==> src/rtl/bemf_pkg.sv <==
// constants shared by the zero-crossing qualifier
package bemf_pkg;
	// ****************************************
	// clock and timing
	// ****************************************
	localparam int CLK_NS = 40;
	localparam int SAMPLE_NS = 1250;
	localparam int DEMAG_FILT_NS = 30000;
	localparam int ZC_FILT_NS = 20000;
	localparam int MIN_OFF_SENSOR_NS = 1250;
	localparam int MIN_OFF_NORM_NS = 2000;
	localparam int SAMPLE_CYC = SAMPLE_NS / CLK_NS;
	localparam int DEMAG_FILT_CYC = DEMAG_FILT_NS / CLK_NS;
	localparam int ZC_FILT_CYC = ZC_FILT_NS / CLK_NS;
	localparam int MIN_OFF_SENSOR_CYC = (MIN_OFF_SENSOR_NS + CLK_NS - 1) / CLK_NS;
	localparam int MIN_OFF_NORM_CYC = (MIN_OFF_NORM_NS + CLK_NS - 1) / CLK_NS;
	// ****************************************
	// register map (word addresses)
	// ****************************************
	localparam logic [1:0] ADDR_CTRL = 2'h0;
	localparam logic [1:0] ADDR_STAT = 2'h1;
	localparam logic [1:0] ADDR_MASK = 2'h2;
	localparam logic [1:0] ADDR_PHASE = 2'h3;
	localparam logic [11:0] CTRL_RST = 12'h000;
	// control field positions
	localparam int B_SENSOR = 0;
	localparam int B_VC = 1;
	localparam int B_EDGE = 2;
	localparam int B_POL = 3;
	localparam int B_GRP = 4;
	localparam int B_CFG = 5;
	localparam int B_INSEL = 8;
	localparam int B_HDM = 10;
	localparam int B_SDM = 11;
	// status / mask bit positions
	localparam int S_ZC = 0;
	localparam int S_DEMAG = 1;
	// output configuration low-bit codes
	localparam logic [1:0] CFG_EVEN = 2'h0;
	localparam logic [1:0] CFG_ODD = 2'h1;
	localparam logic [1:0] CFG_ALT = 2'h2;
	localparam logic [1:0] CFG_BOTH = 2'h3;
	localparam logic [2:0] CFG_V_ALT = 3'h6;
	// event stages, gray coded along C -> D -> Z
	typedef enum logic [1:0] {
		STG_WAIT_C = 2'h0,
		STG_DEMAG = 2'h1,
		STG_ZC = 2'h3
	} stage_t;
endpackage

==> src/rtl/bemf_zc_qualifier.sv <==
// back-EMF zero-crossing qualifier with Avalon-MM register slave
// Notes on behaviour
// real zero-crossing sampling starts only after commutation and demagnetization
// back-EMF read only while PWM drives the group chosen by group select; configuration x11 reads without checking PWM
// qualified crossing sets zero-crossing flag; interrupt when its enable is set
// each qualified crossing pulses a trigger to the delay manager
// sensor mode takes the phase input chosen by input select as logic level
// sensor mode disables all demagnetization handling
// sensor mode accepts crossings without phase check, sampled at 800 kHz
// sensor mode cuts current-control minimum off time to 1.25 us
// in direct access mode the latched sample holds, not following the pin
// software reads sensor by select, indirect access, back to direct, read
// sensorless: demag filtered 30 us after C, crossing 20 us after D
// sensor mode ignores top configuration bit, filters crossing 20 us after C
// current mode x00 even, x01 odd, x10 either select permit reading
// voltage mode 000/100 even, 001/101 odd, 110 either permit reading
// configuration x11 sensorless permits reading on either group
// sensor mode always permits reading; other combinations forbid it
// events kept in order commutation, demagnetization, zero crossing
// comparator edges classified as demag or crossing by edge and polarity
// samples taken while reading is forbidden are discarded
`timescale 1ns/1ns
module bemf_zc_qualifier
	import bemf_pkg::*;
(
	// clock and reset
	input wire logic clk_sys,
	input wire logic rst,
	// avalon-mm slave
	input wire logic [1:0] avs_address,
	input wire logic avs_read,
	input wire logic avs_write,
	input wire logic [31:0] avs_writedata,
	output logic [31:0] avs_readdata,
	output logic avs_waitrequest,
	// motor side pins
	input wire logic phase_in_a,
	input wire logic phase_in_b,
	input wire logic phase_in_c,
	input wire logic cmp_in,
	// events and state from the rest of the motor unit
	input wire logic commutation_evt,
	input wire logic sw_demag_evt,
	input wire logic pwm_on_even,
	input wire logic pwm_on_odd,
	input wire logic direct_access,
	// outputs to the motor unit
	output logic zc_trigger,
	output logic demag_trigger,
	output logic zc_sampling,
	output logic demag_enable,
	output logic [2:0] pwm_cfg_eff,
	output logic [5:0] min_off_cyc,
	output logic irq
);
	// ****************************************
	// registers and control fields
	// ****************************************
	logic [11:0] ctrl_r;
	logic [1:0] irq_status_reg;
	logic [1:0] irq_mask_reg;
	logic ack_r;
	logic sensor_mode_sel, volt_current_sel, zc_edge_sel, cmp_polarity, bemf_group_sel;
	logic [2:0] pwm_out_group_cfg;
	logic [1:0] sense_input_sel;
	logic hw_demag_en, sw_demag_en;
	logic wr_acc, rd_acc;

	assign sensor_mode_sel = ctrl_r[B_SENSOR];
	assign volt_current_sel = ctrl_r[B_VC];
	assign zc_edge_sel = ctrl_r[B_EDGE];
	assign cmp_polarity = ctrl_r[B_POL];
	assign bemf_group_sel = ctrl_r[B_GRP];
	assign pwm_out_group_cfg = ctrl_r[B_CFG +: 3];
	assign sense_input_sel = ctrl_r[B_INSEL +: 2];
	assign hw_demag_en = ctrl_r[B_HDM];
	assign sw_demag_en = ctrl_r[B_SDM];

	// one wait cycle, then the access completes
	assign avs_waitrequest = (avs_read | avs_write) & ~ack_r;
	assign wr_acc = avs_write & ack_r;
	assign rd_acc = avs_read & ~ack_r;

	always_ff @(posedge clk_sys) begin
		if (rst | ack_r) begin
			ack_r <= 1'b0;
		end else begin
			ack_r <= avs_read | avs_write;
		end
	end

	// control register
	always_ff @(posedge clk_sys) begin
		if (rst) begin
			ctrl_r <= CTRL_RST;
		end else if (wr_acc && avs_address == ADDR_CTRL) begin
			ctrl_r <= avs_writedata[11:0];
		end
	end

	// mask register
	always_ff @(posedge clk_sys) begin
		if (rst) begin
			irq_mask_reg <= 2'h0;
		end else if (wr_acc && avs_address == ADDR_MASK) begin
			irq_mask_reg <= avs_writedata[1:0];
		end
	end

	// ****************************************
	// pin synchronisers and 800 kHz sampling
	// ****************************************
	logic [3:0] s1_r, s2_r, s3_r;
	logic [3:0] pin_r;
	logic [4:0] div_r;
	logic samp_en;
	logic sel_in;
	logic latched_cmp_out;
	logic prev_r;
	logic primed_r;

	// three stages; a change is taken once stages two and three agree
	always_ff @(posedge clk_sys) begin
		if (rst) begin
			s1_r <= 4'h0;
			s2_r <= 4'h0;
			s3_r <= 4'h0;
			pin_r <= 4'h0;
		end else begin
			s1_r <= {cmp_in, phase_in_c, phase_in_b, phase_in_a};
			s2_r <= s1_r;
			s3_r <= s2_r;
			pin_r <= (s2_r & s3_r) | (pin_r & (s2_r | s3_r));
		end
	end

	// sample divider, halted while direct access is active
	always_ff @(posedge clk_sys) begin
		if (rst || samp_en) begin
			div_r <= 5'h00;
		end else if (!direct_access) begin
			div_r <= div_r + 5'h01;
		end
	end
	assign samp_en = !direct_access && div_r == 5'(SAMPLE_CYC - 1);

	// input select: phase pin in sensor mode, comparator otherwise
	always_comb begin
		sel_in = pin_r[3];
		if (sensor_mode_sel) begin
			unique case (sense_input_sel)
				2'h0: sel_in = pin_r[0];
				2'h1: sel_in = pin_r[1];
				2'h2: sel_in = pin_r[2];
				default: sel_in = 1'b0;
			endcase
		end
	end

	// sample latch; holds while direct access stops the sampler
	always_ff @(posedge clk_sys) begin
		if (rst) begin
			latched_cmp_out <= 1'b0;
			prev_r <= 1'b0;
		end else if (samp_en) begin
			latched_cmp_out <= sel_in ^ cmp_polarity;
			prev_r <= primed_r ? latched_cmp_out : (sel_in ^ cmp_polarity);
		end
	end

	// first sample after reset only seeds the edge detector, so no false edge follows reset
	always_ff @(posedge clk_sys) begin
		if (rst) begin
			primed_r <= 1'b0;
		end else if (samp_en) begin
			primed_r <= 1'b1;
		end
	end

	// ****************************************
	// edge classification and read permission
	// ****************************************
	logic new_smp_r;
	logic rise, fall, z_edge, dh_edge;
	logic cfg_ok, grp_ok, read_ok;

	always_ff @(posedge clk_sys) begin
		if (rst) begin
			new_smp_r <= 1'b0;
		end else begin
			new_smp_r <= samp_en;
		end
	end
	assign rise = new_smp_r & latched_cmp_out & ~prev_r;
	assign fall = new_smp_r & ~latched_cmp_out & prev_r;
	assign z_edge = zc_edge_sel ? fall : rise;
	assign dh_edge = zc_edge_sel ? rise : fall;

	// configuration table for back-EMF reading
	always_comb begin
		cfg_ok = 1'b0;
		if (sensor_mode_sel) begin
			cfg_ok = 1'b1;
		end else if (pwm_out_group_cfg[1:0] == CFG_BOTH) begin
			cfg_ok = 1'b1;
		end else if (volt_current_sel) begin
			cfg_ok = (pwm_out_group_cfg[1:0] == CFG_EVEN && !bemf_group_sel) ||
				(pwm_out_group_cfg[1:0] == CFG_ODD && bemf_group_sel) ||
				pwm_out_group_cfg[1:0] == CFG_ALT;
		end else begin
			cfg_ok = (pwm_out_group_cfg[1:0] == CFG_EVEN && !bemf_group_sel) ||
				(pwm_out_group_cfg[1:0] == CFG_ODD && bemf_group_sel) ||
				pwm_out_group_cfg == CFG_V_ALT;
		end
	end

	// in sensorless mode outside configuration x11, the chosen group must be the one carrying PWM right now
	assign grp_ok = sensor_mode_sel || pwm_out_group_cfg[1:0] == CFG_BOTH ||
		(bemf_group_sel ? pwm_on_odd : pwm_on_even);
	assign read_ok = cfg_ok & grp_ok;

	// ****************************************
	// event sequencer C -> D -> Z
	// ****************************************
	stage_t stage_r, stage_nxt;
	logic [9:0] filt_r;
	logic filt_done;
	logic d_evt, z_evt;

	assign filt_done = filt_r == 10'h000;
	assign d_evt = !sensor_mode_sel && stage_r == STG_DEMAG && filt_done &&
		((hw_demag_en && dh_edge) || (sw_demag_en && sw_demag_evt));
	assign z_evt = stage_r == STG_ZC && filt_done && z_edge && read_ok;

	always_comb begin
		stage_nxt = stage_r;
		unique case (stage_r)
			STG_WAIT_C: if (commutation_evt) begin
				stage_nxt = sensor_mode_sel ? STG_ZC : STG_DEMAG;
			end
			STG_DEMAG: if (commutation_evt) begin
				stage_nxt = sensor_mode_sel ? STG_ZC : STG_DEMAG;
			end else if (d_evt) begin
				stage_nxt = STG_ZC;
			end
			STG_ZC: if (commutation_evt) begin
				stage_nxt = sensor_mode_sel ? STG_ZC : STG_DEMAG;
			end else if (z_evt) begin
				stage_nxt = STG_WAIT_C;
			end
			default: stage_nxt = STG_WAIT_C;
		endcase
	end

	always_ff @(posedge clk_sys) begin
		if (rst) begin
			stage_r <= STG_WAIT_C;
		end else begin
			stage_r <= stage_nxt;
		end
	end

	// blanking filters reload on entry to the demag and crossing stages
	always_ff @(posedge clk_sys) begin
		if (rst) begin
			filt_r <= 10'h000;
		end else if (stage_nxt == STG_DEMAG && (commutation_evt || stage_r != STG_DEMAG)) begin
			filt_r <= 10'(DEMAG_FILT_CYC - 1);
		end else if (stage_nxt == STG_ZC && (commutation_evt || stage_r != STG_ZC)) begin
			filt_r <= 10'(ZC_FILT_CYC - 1);
		end else if (!filt_done) begin
			filt_r <= filt_r - 10'h001;
		end
	end

	// ****************************************
	// outputs to the motor unit
	// ****************************************
	always_ff @(posedge clk_sys) begin
		if (rst) begin
			zc_trigger <= 1'b0;
			demag_trigger <= 1'b0;
		end else begin
			zc_trigger <= z_evt;
			demag_trigger <= d_evt;
		end
	end

	always_ff @(posedge clk_sys) begin
		if (rst) begin
			zc_sampling <= 1'b0;
			demag_enable <= 1'b0;
			pwm_cfg_eff <= 3'h0;
			min_off_cyc <= 6'(MIN_OFF_NORM_CYC);
		end else begin
			zc_sampling <= stage_nxt == STG_ZC;
			demag_enable <= !sensor_mode_sel;
			pwm_cfg_eff <= sensor_mode_sel ? {1'b0, pwm_out_group_cfg[1:0]} :
				pwm_out_group_cfg;
			min_off_cyc <= sensor_mode_sel ? 6'(MIN_OFF_SENSOR_CYC) :
				6'(MIN_OFF_NORM_CYC);
		end
	end

	// ****************************************
	// interrupt status, set wins over clear
	// ****************************************
	logic [1:0] set_vec, clr_vec;
	assign set_vec = {d_evt, z_evt};
	assign clr_vec = (wr_acc && avs_address == ADDR_STAT) ? avs_writedata[1:0] : 2'h0;

	always_ff @(posedge clk_sys) begin
		if (rst) begin
			irq_status_reg <= 2'h0;
		end else begin
			irq_status_reg <= set_vec | (irq_status_reg & ~clr_vec);
		end
	end
	assign irq = |(irq_status_reg & irq_mask_reg);

	// read data, registered at the wait cycle
	always_ff @(posedge clk_sys) begin
		if (rst) begin
			avs_readdata <= 32'h0000_0000;
		end else if (rd_acc) begin
			unique case (avs_address)
				ADDR_CTRL: avs_readdata <= {20'h00000, ctrl_r};
				ADDR_STAT: avs_readdata <= {30'h0, irq_status_reg};
				ADDR_MASK: avs_readdata <= {30'h0, irq_mask_reg};
				ADDR_PHASE: avs_readdata <= {28'h0, read_ok, stage_r, latched_cmp_out};
			endcase
		end
	end
endmodule // bemf_zc_qualifier

==> config.mk <==
export PLATFORM = sky130hd
export DESIGN_NAME = bemf_zc_qualifier
export DESIGN_NICKNAME = d
export VERILOG_FILES = /design/src/rtl/bemf_pkg.sv /design/src/rtl/bemf_zc_qualifier.sv
export SDC_FILE = /design/constraint.sdc
export NUM_CORES = 1
export LEC_CHECK = 0
export BUFFER_PORTS_ARGS = -buffer_cell sky130_fd_sc_hd__buf_4
export CAP_MARGIN = 10
export CORE_ASPECT_RATIO = 0.5
export CORE_UTILIZATION = 50
export CTS_BUF_LIST = sky130_fd_sc_hd__clkbuf_16
export CTS_CLUSTER_SIZE = 24
export DETAILED_ROUTE_END_ITERATION = 7
export GPL_TIMING_DRIVEN = 0
export PLACE_DENSITY_LB_ADDON = 0.1
export REMOVE_ABC_BUFFERS = 1
export SYNTH_ARGS = -nofsm -noshare
export SYNTH_HDL_FRONTEND = slang
export SYNTH_SLANG_ARGS = --single-unit
==> constraint.sdc <==
create_clock -name clk_sys -period 2.4 [get_ports clk_sys]
set_input_delay 0.12 -clock clk_sys [delete_from_list [all_inputs] [get_ports clk_sys]]
set_output_delay 0.12 -clock clk_sys [all_outputs]
set_load 0.05 [all_outputs]
==> results of run 1 <==
cells by family (layout without fill, tap and decap cells):
| logic type | after synthesis | after routing | share of synthesized area |
|---|---|---|---|
| other | 2 | 24 | 0.00240 |
| and+or+nand+nor | 145 | 145 | 0.236 |
| muxes | 6 | 6 | 0.0192 |
| xor gates and xnor gates | 6 | 6 | 0.0168 |
| adders and majority gates | 3 | 3 | 0.0120 |
| DFF | 74 | 74 | 0.473 |
| buffers and inverters | 49 | 73 | 0.0891 |
| AOI/OAI and AO/OA | 75 | 75 | 0.152 |
power groups by stage:
stage | Combinational, uW | Clock (uW) | Sequential (uW)
5_1_grt | 365 | 1570 | 1320
3_5_place_dp | 329 | 0 | 1330
3_3_place_gp | 322 | 0 | 1330
4_1_cts | 334 | 1510 | 1310
2_1_floorplan | 206 | 0 | 1350
6_report | 338 | 1480 | 1310
layout make-up:
class,count,area (um2)
fillers,502,1950
flip-flops and latches,74,1480
multi-input cells,259,1480
repair buffers,51,388
clock buffers,9,225
clock inverters,7,109
well taps,84,105
inverters,6,22.5
timing repair:
action	in CTS	in global routing
gates resized for setup	1	3
endpoints found under the setup margin	3	6
endpoints found under the hold margin	2	0
hold buffers	2	0
per-stage QoR:
| stage | cell area (um2) | utilization | TNS, ns | std cells |
|---|---|---|---|---|
| CTS | 3790 | 0.659 | 0 | 490 |
| finish | 3810 | 0.662 | 0 | 490 |
| detailed placement | 3430 | 0.597 | -0.378 | 472 |
| global route | 3810 | 0.662 | 0 | 490 |
| floorplan | 2960 | - | 0 | 339 |
| global placement | 3430 | 0.597 | -0.312 | 472 |
layout by cell type (no fill, tap or decap), types with 11 or more instances in the layout:
master	n
nor2b_1	18
nand2_1	44
dfxtp_1	74
conb_1	24
a21oi_1	30
buf_4	49
nor3_1	11
nor2_1	28
critical path, cell delays in order (launching register included):
cell	delay (ns)
dfxtp_1	0.33
inv_1	0.06
ha_1	0.21
or4b_4	0.53
or3_4	0.43
a21o_1	0.22
a21o_1	0.23
a21oi_1	0.14
layer usage:
| metal | wire [um] | share of wire | vias to the layer above | GRT usage |
|---|---|---|---|---|
| met3 | 433 | 0.069 | 4 | 0.0785 |
| met4 | 27 | 0.0043 | 0 | 0.0668 |
| met1 | 2940 | 0.47 | 1135 | 0.264 |
| met5 | 0 | 0 | - | 0 |
| met2 | 2830 | 0.45 | 85 | 0.327 |
| li1 | - | - | 1291 | - |
worst paths after layout:
check	endpoint	cells after the start	startpoint	slack, ns
worst min register to register	s2_r[1]	1	s1_r[1]	0.44
worst max register to register	filt_r[7]	7	filt_r[0]	0.17
worst min-delay path	s1_r[0]	2	phase_in_a	0.02
worst max-delay path	filt_r[7]	7	filt_r[0]	0.17
==> results.yml, run 1 <==
floorplan:
  fp.dieArea_um2: 6610
  ios: 94
  std_cell_rows: 19
  initial_utilization: 0.545
  die_w_um: 114
  die_h_um: 58.0
  coreArea_um2: 5750
placed_design:
  gp_congestion: 0.791
  dp_slack_ns: -0.137
  hpwl_um: 4250
  portBuffers: 49
clock_tree:
  clockBufferDepth: 2
  cts_root_buf: "clkbuf_16"
  cts_sinks: 74
  h-tree-depth: 3
  clk_pin_slew_ns: 0.06
  insertion_delay_ns: 0.32
  post_cts_buffers: 0
  cts_buffers: 9
  cts_tree: "yes"
grt:
  antenna_found_initial: 0
  grt_usage: 0.207
  grt_pass1_vias: 2261
  grt_overflow_total: 0
  grt_max_degree: 75
  grt_pass1_wl_um: 10400
detailed_routing:
  routed_wirelength_um: 6240
  route.detailed.drc: 0
  via_per_inst: 5.13
  final_antenna_net_count: 0
  detailroute.via_count: 2515
  drtIter0Drc: 140
  routedWlPerCell_um: 12.7
  dr.pass1.iters: 5
timing:
  min_period_ns: 2.23
  setup_viol: 0
  fmax_ghz: 0.448
  worst_hold_slack_ns: 0.0244
  setup_slack_ns: 0.169
  tightest_slew_ns: 1.11
  relSlewSlack: 0.254
  period_share: 0.929
  drv_slew: 0
  hold_viol_final: 0
  finClkSkew_ns: 0.00344
  rsz0062_at_grt: "no"
final_layout:
  layout-drive-gt1-share: 0.172
  syn2layout_area_growth_pct: 21.5
  nNetsFinal: 451
  reg_top3: "avs_readdata (12), ctrl_r (12), filt_r (10)"
  antennaDiodeCount: 0
status:
  status: "finished clean"
yosys:
  synth_top_area_cell: "dfxtp_1"
  yosysMostFrequentCell: "dfxtp_1"
  synth_top_area_frac: 0.473
  seq_area_frac_synth: 0.473
  synthFlopType: "dfxtp_1"
  yosys-top-cells-count: "dfxtp_1, nand2_1, a21oi_1"
  avgSynthCellArea_um2: 8.70
  syn_inst: 360
  yosys-top-cells-area: "dfxtp_1, buf_4, nand2_1"
  synth-seq-cells: 74
  synth-edff-count: 0
  yosysUniqueCellTypes: 49
  yosysWarnings: 0
  syn_area_um2: 3130
  synthArstFlopShare: 0
power:
  leakage_uw: 0.00153
  power_density_nw_per_um2: 821
  p_sw_uw: 743
  clkPwrFrac: 0.473
  p_sw_frac: 0.238
  p_total_uw: 3130
  p_int_uw: 2380
  share_comb_of_total_power: 0.108
  vdd_drop_max_mv: 0.597
  pwr-share-seq: 0.419
critical_path:
  criticalPathCategory: "register to register"
  endpoint_kind: "register"
  cp_max_fo: 6
  arrival_ns: 2.48
  critPathLaunchType: "register"
  cp.required_ns: 2.65
flow_run:
  drv_cap: 0
hold_path:
  min_path_type: "primary input to register"
Power figures use the tool's default switching activity.
==> run 2, diff against run 1 <==
Settings changed: ABC_AREA set to 1, SLEW_MARGIN set to 10.
Clock period 2.4 ns to 2.61 ns, I/O delays scaled along.
==> run 2 against run 1 <==
  * Utilization down 2.2 points
  * Via count up 8.4%
  * Count of clock-buffer cells in the layout unchanged
  * Synthesized cell count up 18%
  * Sequential share of layout area down 1.6 points
  * Critical path type unchanged
==> results.yml, run 2 <==
status:
  status: "finished clean"
floorplan:
  ios: 94
  coreArea_um2: 6210
  initial_utilization: 0.530
  die_w_um: 117
  std_cell_rows: 20
  fp.dieArea_um2: 6930
  die_h_um: 59.4
timing:
  fmax_ghz: 0.488
  hold_viol_final: 0
  worst_hold_slack_ns: 0.00586
  finClkSkew_ns: 0.00457
  rsz0062_at_grt: "no"
  setup_viol: 0
  setup_tns_ns: 0
  tightest_slew_ns: 0.909
  min_period_ns: 2.05
  drv_slew: 0
  relSlewSlack: 0.394
  period_share: 0.785
yosys:
  synth_mux_area_frac: 0
  synthFlopType: "dfxtp_1"
  synth_top_family_by_area: "simple AND/OR/NAND/NOR gates"
  yosysWarnings: 0
  syn_inst: 424
  synth-seq-cells: 74
  seq_area_frac_synth: 0.450
  synth_top_area_cell: "dfxtp_1"
  synth-simple-area-share: 0.240
  avgSynthCellArea_um2: 7.76
  synth_compound_gate_area_share: 0.128
  yosysMostFrequentCell: "dfxtp_1"
  synthAdderAreaFrac: 0.0114
  syn_area_um2: 3290
  synthArstFlopShare: 0
  synth-edff-count: 0
  synth-xor-area-share: 0.0266
  synth_top_area_frac: 0.450
  yosys-top-cells-count: "dfxtp_1, nor2_1, nand2_1"
  yosys-top-cells-area: "dfxtp_1, nor2_1, nand2_1"
  yosysUniqueCellTypes: 36
final_layout:
  final_cell_mix: "dfxtp_1, nor2_1, nand2_1, inv_1, buf_4"
  nNetsFinal: 522
  fill_cells: 553
  syn2layout_area_growth_pct: 20.7
  antennaDiodeCount: 0
  final_common_cell: "dfxtp_1"
  layout-drive-gt1-share: 0.197
  fin_area_um2: 3970
  reg_top3: "avs_readdata (12), ctrl_r (12), filt_r (10)"
  fin_cells: 565
clock_tree:
  post_cts_buffers: 0
  insertion_delay_ns: 0.33
  cts_root_buf: "clkbuf_16"
  h-tree-depth: 3
  cts_sinks: 74
  clk_pin_slew_ns: 0.06
  cts_buffers: 9
  clockBufferDepth: 2
  cts_tree: "yes"
critical_path:
  cp.required_ns: 2.86
  criticalPathCategory: "register to register"
  cp_slowest_cell: "dfxtp_1"
  critPathLaunchType: "register"
  worstPathCellList: "inv_1 > ha_1 > nand2_2 > nor2_4 > nand3_2 > nor2_1 > nand3_1 > nand2_1 > nand2_2 > nand3_4 > nand2_2 > a21oi_1"
  crit_top_cell: "nand2_2"
  slowest_delay_ns: 0.31
  cp_max_fo: 11
  arrival_ns: 2.30
  endpoint_kind: "register"
grt:
  grt_pass1_vias: 2485
  grt_max_degree: 37
  grt_overflow_total: 0
  grt_pass1_wl_um: 10700
  antenna_found_initial: 0
  grt_usage: 0.206
power:
  pwr-share-seq: 0.406
  vdd_drop_max_mv: 0.345
  p_sw_frac: 0.254
  p_sw_uw: 755
  power_density_nw_per_um2: 749
  share_comb_of_total_power: 0.125
  p_int_uw: 2220
  clkPwrFrac: 0.469
  leakage_uw: 0.00178
  p_total_uw: 2970
detailed_routing:
  drtIter0Drc: 185
  final_antenna_net_count: 0
  detailroute.via_count: 2727
  routedWlPerCell_um: 11.7
  via_per_inst: 4.83
  dr.pass1.iters: 5
  route.detailed.drc: 0
  routed_wirelength_um: 6610
placed_design:
  dpl-instance-area_um2: 3600
  portBuffers: 49
  hpwl_um: 4630
  dp_cells: 546
  gp_congestion: 0.884
hold_path:
  min_path_type: "primary input to register"
flow_run:
  drv_cap: 0
==> run 2: per-layer routing <==
metal | vias up | GRT usage | wire (um)
met5 | - | 0 | 0
met1 | 1246 | 0.241 | 3020
met2 | 72 | 0.358 | 3180
met4 | 0 | 0.0687 | 65
li1 | 1400 | - | -
met3 | 9 | 0.0726 | 348
==> run 2: path summary, 6_finish.rpt <==
| kind | start | endpoint | slack [ns] | cells after the start |
|---|---|---|---|---|
| setup / recovery | filt_r[0] | filt_r[1] | 0.56 | 12 |
| hold / removal | cmp_in | s1_r[3] | 0.006 | 3 |
| setup reg to reg | filt_r[0] | filt_r[1] | 0.56 | 12 |
| hold reg to reg | s1_r[0] | s2_r[0] | 0.40 | 2 |
==> run 2: power by group through the flow <==
| stage | clock network [uW] | logic [uW] | registers, uW |
|---|---|---|---|
| 6_report | 1400 | 372 | 1210 |
| 5_1_grt | 1470 | 412 | 1210 |
| 4_1_cts | 1420 | 375 | 1210 |
| 3_5_place_dp | 0 | 367 | 1230 |
| 3_3_place_gp | 0 | 358 | 1230 |
| 2_1_floorplan | 0 | 252 | 1250 |
==> run 2: worst max-delay path, delay by kind of cell (launching register included) <==
kind                     cells  cell delay (ns)
AO/OA/AOI/OAI                1             0.18
adder cells (fa/ha/maj)      1             0.21
buffers and inverters        1             0.09
flip-flops                   1             0.31
AND/OR/NAND/NOR              9             1.16
==> run 2: area by class of cell <==
type,count,area [um2],area share
Clock buffer,9,225,0.0567
Clock inverter,7,116,0.0293
Inverter,57,214,0.0539
Multi-Input combinational cell,278,1430,0.359
Sequential cell,74,1480,0.373
Tap cell,88,110,0.0277
Timing Repair Buffer,52,398,0.100
==> run 2: stage by stage <==
| step | utilization | setup slack [ns] |
|---|---|---|
| after detailed placement | 0.580 | 0.572 |
| final | 0.640 | 0.562 |
| after global placement | 0.580 | 0.659 |
| after global routing | 0.640 | 0.361 |
| after CTS | 0.640 | 0.557 |
| after floorplan | - | 0.876 |
==> run 2: cell families (layout without fill, tap and decap cells) <==
logic type / Yosys count / count (layout)
DFF: 74 / 74
other: 2 / 24
adders and majority gates: 3 / 3
and+or+nand+nor: 166 / 166
buffers and inverters: 94 / 125
AOI/OAI and AO/OA: 75 / 75
xor gates and xnor gates: 10 / 10
==> run 2: timing repair <==
action	in CTS	in global routing
endpoints found under the hold margin	3	0
hold buffers	3	0
gates resized for setup	0	0
==> run 3, diff against run 2 <==
Settings changed: ABC_AREA 1 to 0.
Clock period 2.61 ns to 2.07 ns, I/O delays scaled along.
==> run 3 against run 2 <==
  * Design area decreased by 1.2%
  * Cell count decreased by 11%
  * Wire length decreased by 1.8%
  * Hold slack improved by 0.017 ns
  * Non-clock buffer count increased by 10
  * Sequential cell count unchanged
  * Critical path depth decreased by 6
  * Combinational power increased by 15%
  * Critical path type unchanged
  * Critical endpoint is now zc_sampling
  * Largest cell class is now multi-input combinational cells
  * Largest power group unchanged
==> results.yml, run 3 (synthesis gave the netlist of run 1 again) <==
detailed_routing:
  routed_wirelength_um: 6490
  routedWlPerCell_um: 13.0
  drtIter0Drc: 177
  final_antenna_net_count: 0
  via_per_inst: 5.10
  route.detailed.drc: 0
  detailroute.via_count: 2556
  dr.pass1.iters: 4
power:
  vdd_drop_max_mv: 0.694
  share_comb_of_total_power: 0.117
  power_density_nw_per_um2: 934
  p_int_uw: 2790
  p_sw_frac: 0.239
  pwr-share-seq: 0.415
  clkPwrFrac: 0.468
  leakage_uw: 0.00158
  p_sw_uw: 877
  p_total_uw: 3670
critical_path:
  endpoint_kind: "register"
  critPathLaunchType: "register"
  cp_max_fo: 5
  arrival_ns: 2.27
  cp.required_ns: 2.32
  criticalPathCategory: "register to register"
status:
  status: "finished clean"
grt:
  grt_pass1_wl_um: 10500
  grt_pass1_vias: 2278
  grt_usage: 0.209
  grt_overflow_total: 0
  grt_max_degree: 75
  antenna_found_initial: 0
flow_run:
  drv_cap: 0
final_layout:
  final_common_cell: "dfxtp_1"
  fill_cells: 499
  fin_area_um2: 3930
  antennaDiodeCount: 0
  reg_top3: "avs_readdata (12), ctrl_r (12), filt_r (10)"
  regArea_um2: 1480
  layout-drive-gt1-share: 0.209
  fin_cells: 501
  syn2layout_area_growth_pct: 25.3
  multi_input_area_um2: 1510
  nNetsFinal: 462
  final_cell_mix: "dfxtp_1, buf_4, nand2_1, a21oi_1, nor2_1"
timing:
  fmax_ghz: 0.495
  tightest_slew_ns: 0.734
  relSlewSlack: 0.511
  min_period_ns: 2.02
  finClkSkew_ns: 0.00384
  period_share: 0.977
  rsz0062_at_grt: "yes"
  setup_viol: 0
  worst_hold_slack_ns: 0.0229
  drv_slew: 0
  hold_viol_final: 0
floorplan:
  fp.dieArea_um2: 6610
  die_h_um: 58.0
  ios: 94
  std_cell_rows: 19
  die_w_um: 114
  initial_utilization: 0.545
  coreArea_um2: 5750
clock_tree:
  cts_tree: "yes"
  clk_pin_slew_ns: 0.06
  cts_root_buf: "clkbuf_16"
  clockBufferDepth: 2
  h-tree-depth: 3
  cts_buffers: 9
  insertion_delay_ns: 0.32
  cts_sinks: 74
placed_design:
  hpwl_um: 4250
  portBuffers: 49
  dpl-instance-area_um2: 3430
  dp_cells: 472
  gp_congestion: 0.791
hold_path:
  min_path_type: "primary input to register"
## run 3: cell count changes in the layout (fill, tap and decap cells not counted), sizes merged, moves of 6 or more
cell | previous run | this run
buf | 49 | 59
nor2b | 0 | 18
nand3 | 28 | 7
inv | 58 | 7
a22oi | 0 | 9
nand2 | 65 | 44
mux2i | 0 | 6
nor2 | 64 | 28
o21ai | 32 | 9
nor3 | 3 | 12
## run 3: power by group through the flow
stage,sequential [uW],clock [uW],combinational (uW)
global placement,1540,0,374
global route,1530,1820,459
floorplan,1570,0,239
finish,1520,1720,428
detailed placement,1550,0,381
CTS,1520,1750,404
## run 3: worst paths after layout
path	startpoint	to	slack, ns	cells after the start
setup / recovery	filt_r[0]	zc_sampling	0.05	6
setup reg to reg	filt_r[0]	zc_sampling	0.05	6
hold / removal	avs_writedata[7]	ctrl_r[7]	0.02	3
hold reg to reg	s1_r[1]	s2_r[1]	0.44	1
## run 3: worst max-delay path: stages, from the launching register on
cell,delay (ns)
dfxtp_2,0.34
inv_2,0.06
ha_4,0.13
or4b_4,0.46
or3_4,0.42
o31a_1,0.38
a21oi_1,0.16
## run 3: per-stage QoR
step                      TNS, ns  utilization  worst slack [ns]
final                           0        0.682            0.0482
after global routing       -0.185        0.682           -0.0367
after CTS                       0        0.669            0.0114
after detailed placement    -3.53        0.597            -0.467
after global placement      -3.03        0.597            -0.447
after floorplan                 0            -            0.0471
## run 3: area by class of cell
type | instances | area share
Clock buffer | 9 | 0.0574
Sequential cell | 74 | 0.378
Multi-Input combinational cell | 259 | 0.384
Tap cell | 84 | 0.0268
Timing Repair Buffer | 62 | 0.120
Clock inverter | 7 | 0.0277
Inverter | 6 | 0.00574
## run 3: repair_timing
item | CTS | global route
hold buffers | 2 | 1
pin swaps | 3 | 6
buffers inserted | 3 | 7
resized for setup | 7 | 6
endpoints found under the setup margin | 16 | 13
endpoints found under the hold margin | 2 | 1
## run 3: routing by layer
metal / up-vias / track usage / wire length (um) / part of all wire
met1: 1159 / 0.267 / 3010 / 0.46
met3: 4 / 0.0816 / 473 / 0.073
li1: 1305 / - / - / -
met4: 0 / 0.0631 / 16 / 0.0025
met2: 88 / 0.331 / 2990 / 0.46
met5: - / 0 / 0 / 0
